`src/cfg_link_params.svh`:
```
// timing counts, field positions and reset values for the converter config link
// included by the package and both ends; definitions only
`ifndef CFG_LINK_PARAMS_SVH
`define CFG_LINK_PARAMS_SVH

`define FRAME_BITS        16
`define POS_WRITE         15
`define POS_ZERO          14
`define POS_SEL           13
`define CTRL_HI           12
`define CTRL_W            12
`define RANGE_HI          12
`define RANGE_LO          7
`define RANGE_W           6
`define CTRL_RESET        12'h000
`define RANGE_RESET       6'h00
`define LOWPWR_EDGE       15
`define CF_CHAN           10
`define CF_MODE_HI        9
`define CF_MODE_LO        8
`define CF_PM_HI          7
`define CF_PM_LO          6
`define CF_CODING         5
`define CF_REF            4
`define CF_SEQ_A          3
`define CF_SEQ_B          2
`define SCLK_DIV          6
`define REG_CMD           12'h000
`define REG_STATUS        12'h004
`define REG_RDATA         12'h008
`define CMD_GO_BIT        16

`endif

```
`src/cfg_link_pkg.sv`:
```
// types shared by both ends of the converter configuration link
// assumes cfg_link_params.svh on the include path
`default_nettype none
`include "cfg_link_params.svh"
package cfg_link_pkg;
    typedef enum logic [1:0] {
        INCFG_SINGLE, INCFG_PSEUDO, INCFG_DIFF, INCFG_FORBIDDEN
    } input_cfg_t;
    typedef enum logic [1:0] {
        PWR_NORMAL, PWR_AUTOSTANDBY, PWR_AUTOSHUTDOWN, PWR_FULL_SHUTDOWN
    } power_mode_t;
    typedef enum logic [1:0] {
        RANGE_PM10, RANGE_PM5, RANGE_PM2P5, RANGE_0TO10
    } range_code_t;
endpackage : cfg_link_pkg
`default_nettype wire

```
`src/cfg_link_if.sv`:
```
// serial config link: host drives clock, frame and data-in
// assumes both ends are clocked by their own pclk
`timescale 1ns/1ps
`default_nettype none
interface cfg_link_if;
    logic sclk;      // link clock, idle high
    logic frame_n;   // low over the 16-bit frame
    logic din;       // data-in, msb first
    modport host   (output sclk, output frame_n, output din);
    modport device (input  sclk, input  frame_n, input  din);
endinterface : cfg_link_if
`default_nettype wire

```
`src/cfg_link_device.sv`:
```
// converter configuration decoder: captures 16-bit serial frames into the
// control and range registers and presents the decoded configuration.
// assumes link pins are asynchronous to pclk and sclk is slower than pclk/4.
`timescale 1ns/1ps
`default_nettype none
`include "cfg_link_params.svh"
module cfg_link_device (
    input  wire logic                       pclk,
    input  wire logic                       presetn,
    cfg_link_if.device                      link,
    input  wire logic                       conv_start,
    output logic [`CTRL_W-1:0]              conversion_control,
    output logic [`RANGE_W-1:0]             range_r,
    output logic                            channel_select_bit,
    output cfg_link_pkg::input_cfg_t        input_cfg,
    output cfg_link_pkg::power_mode_t       power_mode,
    output logic                            coding_binary,
    output logic                            ref_internal,
    output logic                            sequence_on,
    output logic                            seq_channel,
    output logic [1:0]                      route_pos,
    output logic [1:0]                      route_neg,
    output logic                            low_power,
    output logic                            frame_error
);
    import cfg_link_pkg::*;

    // each link pin passes two flip-flops before any logic reads it
    logic sclk_s;
    logic frame_s;
    logic din_s;
    pin_sync #(
        .IDLE (1'b1)
    ) sclk_sync_inst (
        .pclk    (pclk),
        .presetn (presetn),
        .pin     (link.sclk),
        .sync_r  (sclk_s)
    );
    pin_sync #(
        .IDLE (1'b1)
    ) frame_sync_inst (
        .pclk    (pclk),
        .presetn (presetn),
        .pin     (link.frame_n),
        .sync_r  (frame_s)
    );
    pin_sync #(
        .IDLE (1'b0)
    ) din_sync_inst (
        .pclk    (pclk),
        .presetn (presetn),
        .pin     (link.din),
        .sync_r  (din_s)
    );

    // one more stage for edge finding; frame_n is delayed alike so the
    // sixteenth rise, which comes together with frame_n high, still counts
    logic sclk_d_r;
    logic frame_d_r;
    always_ff @(posedge pclk or negedge presetn) begin
        if (!presetn) begin
            sclk_d_r  <= 1'b1; // idle level, so no false edge after reset
            frame_d_r <= 1'b1;
        end else begin
            sclk_d_r  <= sclk_s;
            frame_d_r <= frame_s;
        end
    end

    wire rise      = sclk_s & ~sclk_d_r;
    wire in_frame  = ~frame_d_r;
    wire take_bit  = rise & in_frame;

    // shift register and edge count
    logic [`FRAME_BITS-1:0] shift_r;
    logic [4:0]             cnt_r;
    wire  [`FRAME_BITS-1:0] shift_nxt = {shift_r[`FRAME_BITS-2:0], din_s};
    wire  [4:0]             cnt_nxt   = cnt_r + 5'h01;
    wire                    last_bit  = take_bit && cnt_nxt == 5'(`FRAME_BITS);

    // header decode on the full frame
    wire hdr_write = shift_nxt[`POS_WRITE];
    wire hdr_zero  = shift_nxt[`POS_ZERO];
    wire hdr_sel   = shift_nxt[`POS_SEL];
    wire load_ctrl = last_bit & hdr_write & ~hdr_sel;
    wire load_rng  = last_bit & hdr_write & hdr_sel;
    // low-power entry when a pending update lands on edge 15
    wire edge15    = take_bit && cnt_nxt == 5'(`LOWPWR_EDGE);
    wire [1:0] pm_in = shift_nxt[`CF_PM_HI-1:`CF_PM_LO-1];
    wire hit_lp15  = edge15 & shift_nxt[`POS_WRITE-1] & ~shift_nxt[`POS_SEL-1]
                     & (pm_in == 2'h1 || pm_in == 2'h2);

    always_ff @(posedge pclk or negedge presetn) begin
        if (!presetn) begin
            shift_r <= 16'h0000;
            cnt_r   <= 5'h00;
        end else if (!in_frame) begin
            cnt_r   <= 5'h00;
        end else if (take_bit) begin
            shift_r <= shift_nxt;
            cnt_r   <= cnt_nxt;
        end
    end

    // registers: no path reads them back onto the link
    logic [`CTRL_W-1:0] ctrl_active_r;
    always_ff @(posedge pclk or negedge presetn) begin
        if (!presetn) begin
            conversion_control <= `CTRL_RESET;
            range_r            <= `RANGE_RESET;
            ctrl_active_r      <= `CTRL_RESET;
            frame_error        <= 1'b0;
            low_power          <= 1'b0;
        end else begin
            // full shutdown has no clear path, contents stay
            if (load_ctrl)
                conversion_control <= shift_nxt[`CTRL_HI-1:0];
            if (load_rng)
                range_r <= shift_nxt[`RANGE_HI:`RANGE_LO];
            // staged value only applies at the next conversion start
            if (conv_start)
                ctrl_active_r <= conversion_control;
            if (last_bit)
                frame_error <= hdr_zero; // flags a host breaking the zero bit
            if (hit_lp15)
                low_power <= 1'b1;
            else if (load_ctrl && shift_nxt[`CF_PM_HI:`CF_PM_LO] == 2'h0)
                low_power <= 1'b0;
        end
    end

    // decoded view of the active configuration
    wire        a_chan = ctrl_active_r[`CF_CHAN];
    wire [1:0]  a_mode = ctrl_active_r[`CF_MODE_HI:`CF_MODE_LO];
    wire [1:0]  a_pm   = ctrl_active_r[`CF_PM_HI:`CF_PM_LO];
    wire        a_seq  = ctrl_active_r[`CF_SEQ_A] & ~ctrl_active_r[`CF_SEQ_B];
    wire [1:0]  pos_w  = (a_mode == 2'h0 && a_chan) ? 2'h1 : 2'h0;
    wire [1:0]  neg_w  = (a_mode == 2'h0) ? 2'h2 : 2'h1; // 2 = analog_ground

    always_ff @(posedge pclk or negedge presetn) begin
        if (!presetn) begin
            channel_select_bit <= 1'b0;
            input_cfg          <= INCFG_SINGLE;
            power_mode         <= PWR_NORMAL;
            coding_binary      <= 1'b0;
            ref_internal       <= 1'b0;
            sequence_on        <= 1'b0;
            seq_channel        <= 1'b0;
            route_pos          <= 2'h0;
            route_neg          <= 2'h2;
        end else begin
            channel_select_bit <= a_chan;
            input_cfg          <= input_cfg_t'(a_mode);
            power_mode         <= power_mode_t'(a_pm);
            coding_binary      <= ctrl_active_r[`CF_CODING];
            ref_internal       <= ctrl_active_r[`CF_REF];
            sequence_on        <= a_seq;
            seq_channel        <= a_seq & a_chan; // last channel of sequence
            route_pos          <= pos_w;
            route_neg          <= neg_w;
        end
    end
endmodule : cfg_link_device

// two-flop synchroniser for one pin from outside the pclk domain;
// resets to the pin's idle level so the first edges after reset are real
module pin_sync #(
    parameter logic IDLE = 1'b0
) (
    input  wire logic pclk,
    input  wire logic presetn,
    input  wire logic pin,
    output logic      sync_r
);
    logic meta_r;
    // only the second stage leaves this module
    always_ff @(posedge pclk or negedge presetn) begin
        if (!presetn) begin
            meta_r <= IDLE;
            sync_r <= IDLE;
        end else begin
            meta_r <= pin;
            sync_r <= meta_r;
        end
    end
endmodule : pin_sync
`default_nettype wire

```
`src/flat_wrapper.sv`:
```
// flat-port wrapper written by rule: the top's interface ports become plain ports
module cfg_link_device_flat import cfg_link_pkg::*;
  (pclk, presetn, conv_start, conversion_control, range_r, channel_select_bit, input_cfg, power_mode, coding_binary, ref_internal, sequence_on, seq_channel, route_pos, route_neg, low_power, frame_error, link_sclk, link_frame_n, link_din);
  cfg_link_if link_i ();
  input  wire logic pclk;
  input  wire logic presetn;
  input  wire logic conv_start;
  output logic [`CTRL_W-1:0] conversion_control;
  output logic [`RANGE_W-1:0] range_r;
  output logic channel_select_bit;
  output cfg_link_pkg::input_cfg_t input_cfg;
  output cfg_link_pkg::power_mode_t power_mode;
  output logic coding_binary;
  output logic ref_internal;
  output logic sequence_on;
  output logic seq_channel;
  output logic [1:0] route_pos;
  output logic [1:0] route_neg;
  output logic low_power;
  output logic frame_error;
  input wire logic [$bits(link_i.sclk)-1:0] link_sclk;
  input wire logic [$bits(link_i.frame_n)-1:0] link_frame_n;
  input wire logic [$bits(link_i.din)-1:0] link_din;
  assign link_i.sclk = link_sclk;
  assign link_i.frame_n = link_frame_n;
  assign link_i.din = link_din;
  cfg_link_device u_core (.pclk(pclk), .presetn(presetn), .link(link_i), .conv_start(conv_start), .conversion_control(conversion_control), .range_r(range_r), .channel_select_bit(channel_select_bit), .input_cfg(input_cfg), .power_mode(power_mode), .coding_binary(coding_binary), .ref_internal(ref_internal), .sequence_on(sequence_on), .seq_channel(seq_channel), .route_pos(route_pos), .route_neg(route_neg), .low_power(low_power), .frame_error(frame_error));
endmodule
```
`config.mk`:
```
export PLATFORM = sky130hd
export DESIGN_NAME = cfg_link_device_flat
export DESIGN_NICKNAME = d
export VERILOG_FILES = /design/src/cfg_link_pkg.sv /design/src/cfg_link_if.sv /design/src/cfg_link_device.sv /design/src/flat_wrapper.sv
export VERILOG_INCLUDE_DIRS = /design/src /design/src/src
export SDC_FILE = /design/constraint.sdc
export NUM_CORES = 1
export LEC_CHECK = 0
export BUFFER_PORTS_ARGS = -buffer_cell sky130_fd_sc_hd__buf_4
export CORE_ASPECT_RATIO = 1.75
export CORE_MARGIN = 2
export CORE_UTILIZATION = 30
export DETAILED_ROUTE_END_ITERATION = 10
export PLACE_DENSITY = 0.57
export SLEW_MARGIN = 20
export SYNTH_ARGS = -nofsm -noshare
export SYNTH_HDL_FRONTEND = slang
export SYNTH_HIERARCHICAL = 1
export SYNTH_SLANG_ARGS = --single-unit
```
`constraint.sdc`:
```
create_clock -name pclk -period 3.1 [get_ports pclk]
set_clock_uncertainty 0.1 [all_clocks]
set_input_delay 0.62 -clock pclk [delete_from_list [all_inputs] [get_ports pclk]]
set_output_delay 0.62 -clock pclk [all_outputs]
set_load 0.005 [all_outputs]
```
# Word-level counts from Yosys, hierarchy flattened
# Cells that the tools add are included.
totals:
  register_bits: 72
  inputBits: 6
  output_inout_bits: 33
  elab_cells: 60
op_classes:
  addsub: 1
  eq_ne: 4
  mux: 6
  n_bitwise: 15
  n_reduce_logical: 10
ops:
  columns: ["operator", "n"]
  rows:
  - ["1-bit bitwise AND", 10]
  - ["5-bit 2-to-1 mux", 2]
  - ["5-bit by 1-bit adder with 5-bit output, second input constant", 1]
  - ["5-bit by 4-bit equality test with 1-bit output, second input constant", 1]
  - ["5-bit equality test, second input constant", 1]
  - ["1-bit inverter", 5]
  - ["1-bit logical AND", 4]
  - ["2-bit zero test", 2]
  - ["2-bit nonzero test", 2]
  - ["1-bit 2-to-1 mux", 3]
  - ["2-bit by 1-bit equality test with 1-bit output, second input constant", 1]
  - ["2-bit equality test, second input constant", 1]
  - ["2-bit 2-to-1 mux", 1]
  - ["2-bit AND reduction", 1]
  - ["1-bit logical OR", 1]

# Logic depth before layout (Yosys ltp)
# Gate-level depths: netlist of the first run.
logic_depth:
  ltp_word: 9
  mapped_depth: 6
  depth_no_buf: 5

# Hierarchy
# Netlist of the first run, hierarchy kept.
by_module_without_submodules:
  columns: ["mod", "n_inst", "cells_each", "area_each_um2", "seq_area_each_um2"]
  rows:
  - ["cfg_link_device", 1, 160, 2468.6, 1580.3]
  - ["pin_sync at u_core.frame_sync_inst ...", 2, 2, 52.6, 52.6]
  - ["pin_sync at u_core.din_sync_inst", 1, 2, 50.0, 50.0]

# Least setup slack after synthesis of the first run
# OpenSTA, ideal clock, no wires.
synth_timing:
  path_kind: "register -> register"
  from: "reg u_core.cnt_r[0]"
  to: "reg u_core.range_r[0]"
  setup_time_ns: 0.125
  arrival_ns: 2.013
  required_time_ns: 2.875
  path_slack_ns: 0.862
  path_stages_with_launch: 7
  n_path_buf: 1
  period_less_slack_ns: 2.238
  path_cell_list: "dfrtp_1 > ha_1 > nor3_1 > a41oi_1 > or4b_1 > buf_4 > mux2_4"
synth_via:
  elab_chain_len: 5
synth_rtl:
  columns: ["element", "line_no", "source"]
  rows:
  - ["start: declaration", "cfg_link_device.sv:77", "logic [4:0] cnt_r;"]
  - ["start signal: assignment", "cfg_link_device.sv:102", "cnt_r <= cnt_nxt;"]
  - ["5-bit by 1-bit adder with 5-bit output", "cfg_link_device.sv:79", "wire [4:0] cnt_nxt = cnt_r + 5'h01;"]
  - ["5-bit equality test", "cfg_link_device.sv:80", "wire last_bit = take_bit && cnt_nxt == 5'(`FRAME_BITS);"]
  - ["1-bit logical AND", "cfg_link_device.sv:80", null]
  - ["1-bit bitwise AND (2 in series)", "cfg_link_device.sv:87", "wire load_rng = last_bit & hdr_write & hdr_sel;"]
  - ["end signal: assignment", "cfg_link_device.sv:111", "range_r <= `RANGE_RESET;"]
  - ["end signal: assignment", "cfg_link_device.sv:120", "range_r <= shift_nxt[`RANGE_HI:`RANGE_LO];"]
  - ["end: declaration", "cfg_link_device.sv:13", "output logic [`RANGE_W-1:0] range_r,"]
# No other way between the ends.
# A chain may end at the register's enable or synchronous reset.

# Worst setup path in the final report of the first run
layout_timing:
  from: "reg u_core.cnt_r[0]"
  to: "reg u_core.range_r[1]"
# Same word-level chain as after synthesis.

==> impl_metrics.ini, run 1 <==
[route]
drt-pass1-iter-count = 4
drt-total-wl_um = 4711
vias = 1456
dr.first_iter.drc_count = 89
viasPerCell = 4.372
drtAntennaViolNets = 0
wl_per_cell_um = 14.15
drt_drc_violations_left = 0

[power_and_ir_drop]
p_leak_nw = 1.622
power.density_mw_per_mm2 = 620.3
p_sw_share_pct = 23.57
p_switching_uw = 483.4
p_clk_share_pct = 44.5
ir_drop_uv = 280.5
p_seq_share_pct = 50.1
comb_power_share_pct = 5.4
internal-power_mw = 1.567
total_power_mw = 2.051

[grt]
first_global_vias = 1479
overflow = 0
grt_max_degree = 70
track_usage_pct = 11.30
antenna_found_initial = 0
grt_pass1_wl_um = 7645

[synth]
synth_fa_ha_area_share_pct = 1.431
yosysTopAreaCellShare_pct = 59.13
synthMuxAreaShare_pct = 19.31
synth-xor-area-share_pct = 2.003
yosysWarningCount = 6
synthesis.nets = 175
ys_seq_area_share_pct = 66.14
yosysTopAreaCell = dfrtp_1
yosys.area_share.simple_pct = 6.819
syn_area_mm2 = 0.002624
synth_edf_count = 0
synthCells = 166
synth_top_family_by_area = multiplexers
synth_top_flop_cell = dfrtp_1
synthArstFlopShare_pct = 100.0
synth-compound-area-share_pct = 2.623
avgSynthCellArea_um2 = 15.81
synthTopCellsByArea = dfrtp_1, mux2_2, dfstp_2
synth_seq_cells = 69
yosysUniqueCellTypes = 36

[setup_path]
slowest_delay_ns = 0.76
rrSetupSlack_ns = 0.61
crit_slowest_cell = or4b_1
path_cells = ha_1 > nor3_1 > a41oi_1 > or4b_1 > mux2_4
worstSetupPathType = reg2reg
critPathArrivalTime_ns = 2.60
cp-end-kind = flip-flop
worst_ep_required_time_ns = 3.21
start_kind = flip-flop
cp_max_fo = 7

[sta]
finalHoldViolations = 0
fmax_mhz = 401.9
tns_ns = 0
maxSlewHeadroom_pct = 44.33
post-route-min-period_ns = 2.488
fin_crit_sh_pct = 80.25
timing.final.ws_setup_ns = 0.6121
setup_violations = 0
report.final.slew_viol_count = 0
worst_pin_slew_ns = 0.8350
grt_setup_unrepaired = false

[layout]
finish.utilization_pct = 38.37
num_antenna_cells = 0
finalNetCount = 220
drive_above_1_share_pct = 50.93
layout_commonest_cell = dfrtp_1
final_cell_mix = dfrtp_1, buf_4, mux2_2, clkbuf_16, dfstp_2
syn2layout_area_growth_pct = 25.99
final_cell_area_mm2 = 0.003306

[clock_tree]
insertion_delay_ns = 0.33
postCtsSetupRepairBufs = 0
cts-root-buf = clkbuf_16
cts-hold-fix-buffers = 0
cts_inserted_buffers = 9
cts_tree = yes
cts_resized = 0
cts_num_sinks = 69
clockBufferDepth = 2
cts_max_level = 3
clk_pin_slew_worst_paths_ns = 0.05

[die]
die-area_mm2 = 0.009540
io_pins = 39
die_h_um = 127.7
start_util_pct = 30.46
rows = 45
die_w_um = 74.70
core_area_mm2 = 0.008615

[status]
status = completed

[placement]
place_congestion = 0.8466
place_area_mm2 = 0.003038
portBuffers = 37
hpwl_um = 3149
dp_slack_ns = 0.6270

[run]
drv_cap = 0

[hold_path]
holdCritPathClass = reg2reg
## through the flow
stage / cells / hold WS, ns
floorplan: 166 / 0.2244
global route: 333 / 0.2632
CTS: 333 / 0.2597
global placement: 317 / 0.2378
finish: 333 / 0.2575
detailed placement: 317 / 0.2404
## cells by family (layout without fill, tap and decap cells)
| kind of cell | Yosys count | count (layout) |
|---|---|---|
| AO/OA/AOI/OAI | 9 | 9 |
| adder cells (fa/ha/maj) | 3 | 3 |
| AND/OR/NAND/NOR | 27 | 27 |
| buffers and inverters | 8 | 58 |
| XOR/XNOR | 6 | 6 |
| multiplexers | 43 | 43 |
| flip-flops | 69 | 69 |
| other | 1 | 1 |
## worst max-delay path: cells and delay by family, from the launching register on
kind / cells / cell delay (ns)
and+or+nand+nor: 2 / 1.03
muxes: 1 / 0.36
DFF: 1 / 0.45
adders and majority gates: 1 / 0.31
AOI/OAI and AO/OA: 1 / 0.11
## Yosys cell counts (2+ instances only)
| cell type | instances |
|---|---|
| nand3b_1 | 2 |
| and2_1 | 2 |
| clkbuf_1 | 2 |
| ha_1 | 3 |
| nor2b_1 | 2 |
| dfrtp_1 | 62 |
| mux2_2 | 36 |
| nand4_1 | 2 |
| mux2_4 | 6 |
| a21bo_2 | 2 |
| dfstp_2 | 7 |
| inv_1 | 2 |
| nor3_1 | 2 |
| a21oi_1 | 2 |
| o21ai_0 | 2 |
| nand2_1 | 2 |
| xor2_1 | 3 |
| buf_4 | 2 |
| nor2_1 | 5 |
| xnor2_1 | 3 |
| buf_2 | 2 |
## per-layer routing
metal  global-route usage (%)  part of all wire (%)
met3                    4.245                   2.9
met4                    6.618                   2.3
met1                    12.92                    40
met5                        0                     0
met2                    17.65                    54
## sequential cells by signal (all words and copies together) (netlist names), 2 cells and up
signal and count:
u_core/shift_r 15, u_core/conversion_control 12, u_core/ctrl_active_r 9, u_core/range_r 6, u_core/cnt_r 5, u_core/input_cfg 2
u_core/power_mode 2, u_core/route_neg 2
## power groups by stage
| stage | combinational, mW | clock [mW] | sequential [mW] |
|---|---|---|---|
| 6_report | 0.111 | 0.913 | 1.03 |
| 4_1_cts | 0.115 | 0.940 | 1.03 |
| 3_5_place_dp | 0.115 | 0 | 1.04 |
| 3_3_place_gp | 0.112 | 0 | 1.04 |
| 2_1_floorplan | 0.0811 | 0 | 1.02 |
| 5_1_grt | 0.126 | 0.985 | 1.04 |
## worst paths after layout
kind | start | to | cells past startpoint
max | u_core/cnt_r[0] | u_core/range_r[1] | 5
min | u_core/sclk_sync_inst/meta_r | u_core/sclk_sync_inst/sync_r | 0
max reg2reg | u_core/cnt_r[0] | u_core/range_r[1] | 5
min reg2reg | u_core/sclk_sync_inst/meta_r | u_core/sclk_sync_inst/sync_r | 0
max in group asynchronous | presetn | u_core/din_sync_inst/meta_r | 1
min in group asynchronous | presetn | u_core/power_mode[1] | 1
## cell type report
cell class,count,area (um2)
fill,819,5309
sequential,69,1735
multi-input combinational,89,848.3
timing repair buffer,40,300.3
clock buffer,10,229.0
tap,117,146.4
clock inverter,6,38.79
inverter,2,7.507
(Power assumes the default switching activity.)
==> run 2: changes to the inputs <==
--- a/config.mk
+++ b/config.mk
@@ -11,7 +11,7 @@
 export CORE_MARGIN = 2
 export CORE_UTILIZATION = 30
 export DETAILED_ROUTE_END_ITERATION = 10
-export PLACE_DENSITY = 0.57
+export PLACE_DENSITY = 0.59
 export SLEW_MARGIN = 20
 export SYNTH_ARGS = -nofsm -noshare
 export SYNTH_HDL_FRONTEND = slang
==> constraint.sdc (replaced) <==
create_clock -name pclk -period 2.1 [get_ports pclk]
set_clock_uncertainty 0.1 [all_clocks]
set_input_delay 0.42 -clock pclk [delete_from_list [all_inputs] [get_ports pclk]]
set_output_delay 0.42 -clock pclk [all_outputs]
set_load 0.005 [all_outputs]
==> impl_metrics.ini, run 2 (same netlist as run 1, synthesis figures left out) <==
[placement]
place_area_mm2 = 0.003122
place_congestion = 0.7864
portBuffers = 37
placedCellCount = 324
dp_slack_ns = -0.04302
hpwl_um = 3219

[die]
start_util_pct = 30.46
die-area_mm2 = 0.009540
core_area_mm2 = 0.008615
io_pins = 39
die_w_um = 74.70
die_h_um = 127.7
rows = 45

[route]
wl_met3_um = 185
drtAntennaViolNets = 0
wl_met2_um = 2546
wl_per_cell_um = 14.43
m1WireLength_um = 2046
dr.first_iter.drc_count = 19
highest_layer = met4
vias = 1496
viasPerCell = 4.349
drt-total-wl_um = 4963
drt-pass1-iter-count = 4
drt_drc_violations_left = 0

[grt]
grt_pass1_wl_um = 7645
antenna_found_initial = 0
first_global_vias = 1512
track_usage_pct = 11.18
grt_max_degree = 41
overflow = 0

[layout]
num_antenna_cells = 0
finalNetCount = 231
largestRegisters = u_core/shift_r: 15 flops, u_core/conversion_control: 12 flops, u_core/ctrl_active_r: 9 flops
final_cells = 344
final_cell_area_mm2 = 0.003543
syn2layout_area_growth_pct = 35.05
layout_commonest_cell = dfrtp_1
largest_reg_flops = 15
top_register = u_core/shift_r
drive_above_1_share_pct = 56.39
final_cell_mix = dfrtp_1, buf_4, mux2_2, clkbuf_16, dfstp_2
fill_cells = 786

[sta]
fmax_mhz = 483.7
fin_crit_sh_pct = 98.44
timing.final.ws_setup_ns = 0.03271
finalHoldViolations = 0
grt_setup_unrepaired = true
tns_ns = 0
report.final.slew_viol_count = 0
post-route-min-period_ns = 2.067
setup_violations = 0

[setup_path]
worst_ep_required_time_ns = 2.22
timing.rr.start = u_core/cnt_r[1]
cp_max_fo = 6
start_kind = flip-flop
worstSetupPathType = reg2reg
cp-end-kind = flip-flop
critPathArrivalTime_ns = 2.18
startpoint = u_core/cnt_r[1]

[run]
drv_cap = 0

[clock_tree]
clockBufferDepth = 2
clk_pin_slew_worst_paths_ns = 0.06
insertion_delay_ns = 0.33
cts-root-buf = clkbuf_16
cts_num_sinks = 69
cts_tree = yes
cts_inserted_buffers = 9
cts_max_level = 3

[power_and_ir_drop]
power.density_mw_per_mm2 = 964.5
p_switching_uw = 727.2
p_seq_share_pct = 44.3
internal-power_mw = 2.690
p_clk_share_pct = 50.2
comb_power_share_pct = 5.5
p_sw_share_pct = 21.28
ir_drop_uv = 464.3
p_leak_nw = 1.725

[status]
status = completed

[hold_path]
min_from = link_sclk
holdCritPathClass = in2reg
==> run 2: changes by cell type in the layout (fill, tap and decap cells not counted), moves of 2 or more <==
cell	change
bufinv_16	+3
clkinv_4	+2
buf_4	+7
dfrtp_2	+2
clkinvlp_4	-2
dfrtp_1	-2
clkinv_2	-2
buf_6	+2
==> run 2: area by class of cell <==
| type | instances | area, um2 | area share, % |
|---|---|---|---|
| clock inverter | 6 | 112.6 | 3.178 |
| tap | 117 | 146.4 | 4.131 |
| clock buffer | 10 | 229.0 | 6.462 |
| multi-input combinational | 89 | 904.6 | 25.53 |
| timing repair buffer | 51 | 405.4 | 11.44 |
| sequential | 69 | 1738 | 49.05 |
| inverter | 2 | 7.507 | 0.2119 |
==> run 2: path summary, 6_finish.rpt <==
kind	to	slack [ns]	cells after the start
worst max-delay path	u_core/conversion_control[2]	0.03	7
worst min-delay path	u_core/sclk_sync_inst/meta_r	0.1	1
worst max register to register	u_core/conversion_control[2]	0.03	7
worst min register to register	u_core/din_sync_inst/sync_r	0.25	0
max in group asynchronous	u_core/route_neg[1]	0.82	3
min in group asynchronous	u_core/cnt_r[3]	0.47	2
==> run 2: metrics by stage <==
stage                     power, mW  hold WS [ns]  util, %
after floorplan               1.627       0.02441        -
after global placement        1.717        0.2360    36.24
after detailed placement      1.726        0.2371    36.24
after CTS                     3.456       0.08954    40.36
after global routing          3.539       0.09223    41.13
final                         3.417       0.09877    41.13
==> run 2: power by group through the flow <==
stage               registers [mW]  logic, mW  clock network, mW
floorplan                     1.51      0.120                  0
global route                  1.53      0.209               1.80
global placement              1.54      0.179                  0
detailed placement            1.54      0.186                  0
CTS                           1.52      0.189               1.75
finish                        1.51      0.188               1.72
==> run 2: routing by layer <==
metal | GRT usage, % | up-vias
li1 | - | 694
met1 | 13.15 | 760
met2 | 16.87 | 30
met3 | 2.909 | 12
met4 | 8.718 | 0
met5 | 0 | -
==> run 2: worst max-delay path, cell delays in order (launching register included) <==
cell and delay [ns]:
dfrtp_1 0.41, ha_4 0.21, buf_4 0.12, a41oi_2 0.13
buf_4 0.17, nor4_4 0.25, buf_4 0.22, mux2_2 0.33
==> run 2: repair_timing <==
| action | in CTS | in global routing |
|---|---|---|
| pin swaps | 1 | 5 |
| hold buffers | 1 | 0 |
| gates cloned | 0 | 1 |
| gates resized for setup | 1 | 13 |
| buffers inserted | 0 | 3 |
| setup endpoints to repair | 6 | 17 |
| endpoints found under the hold margin | 23 | 0 |
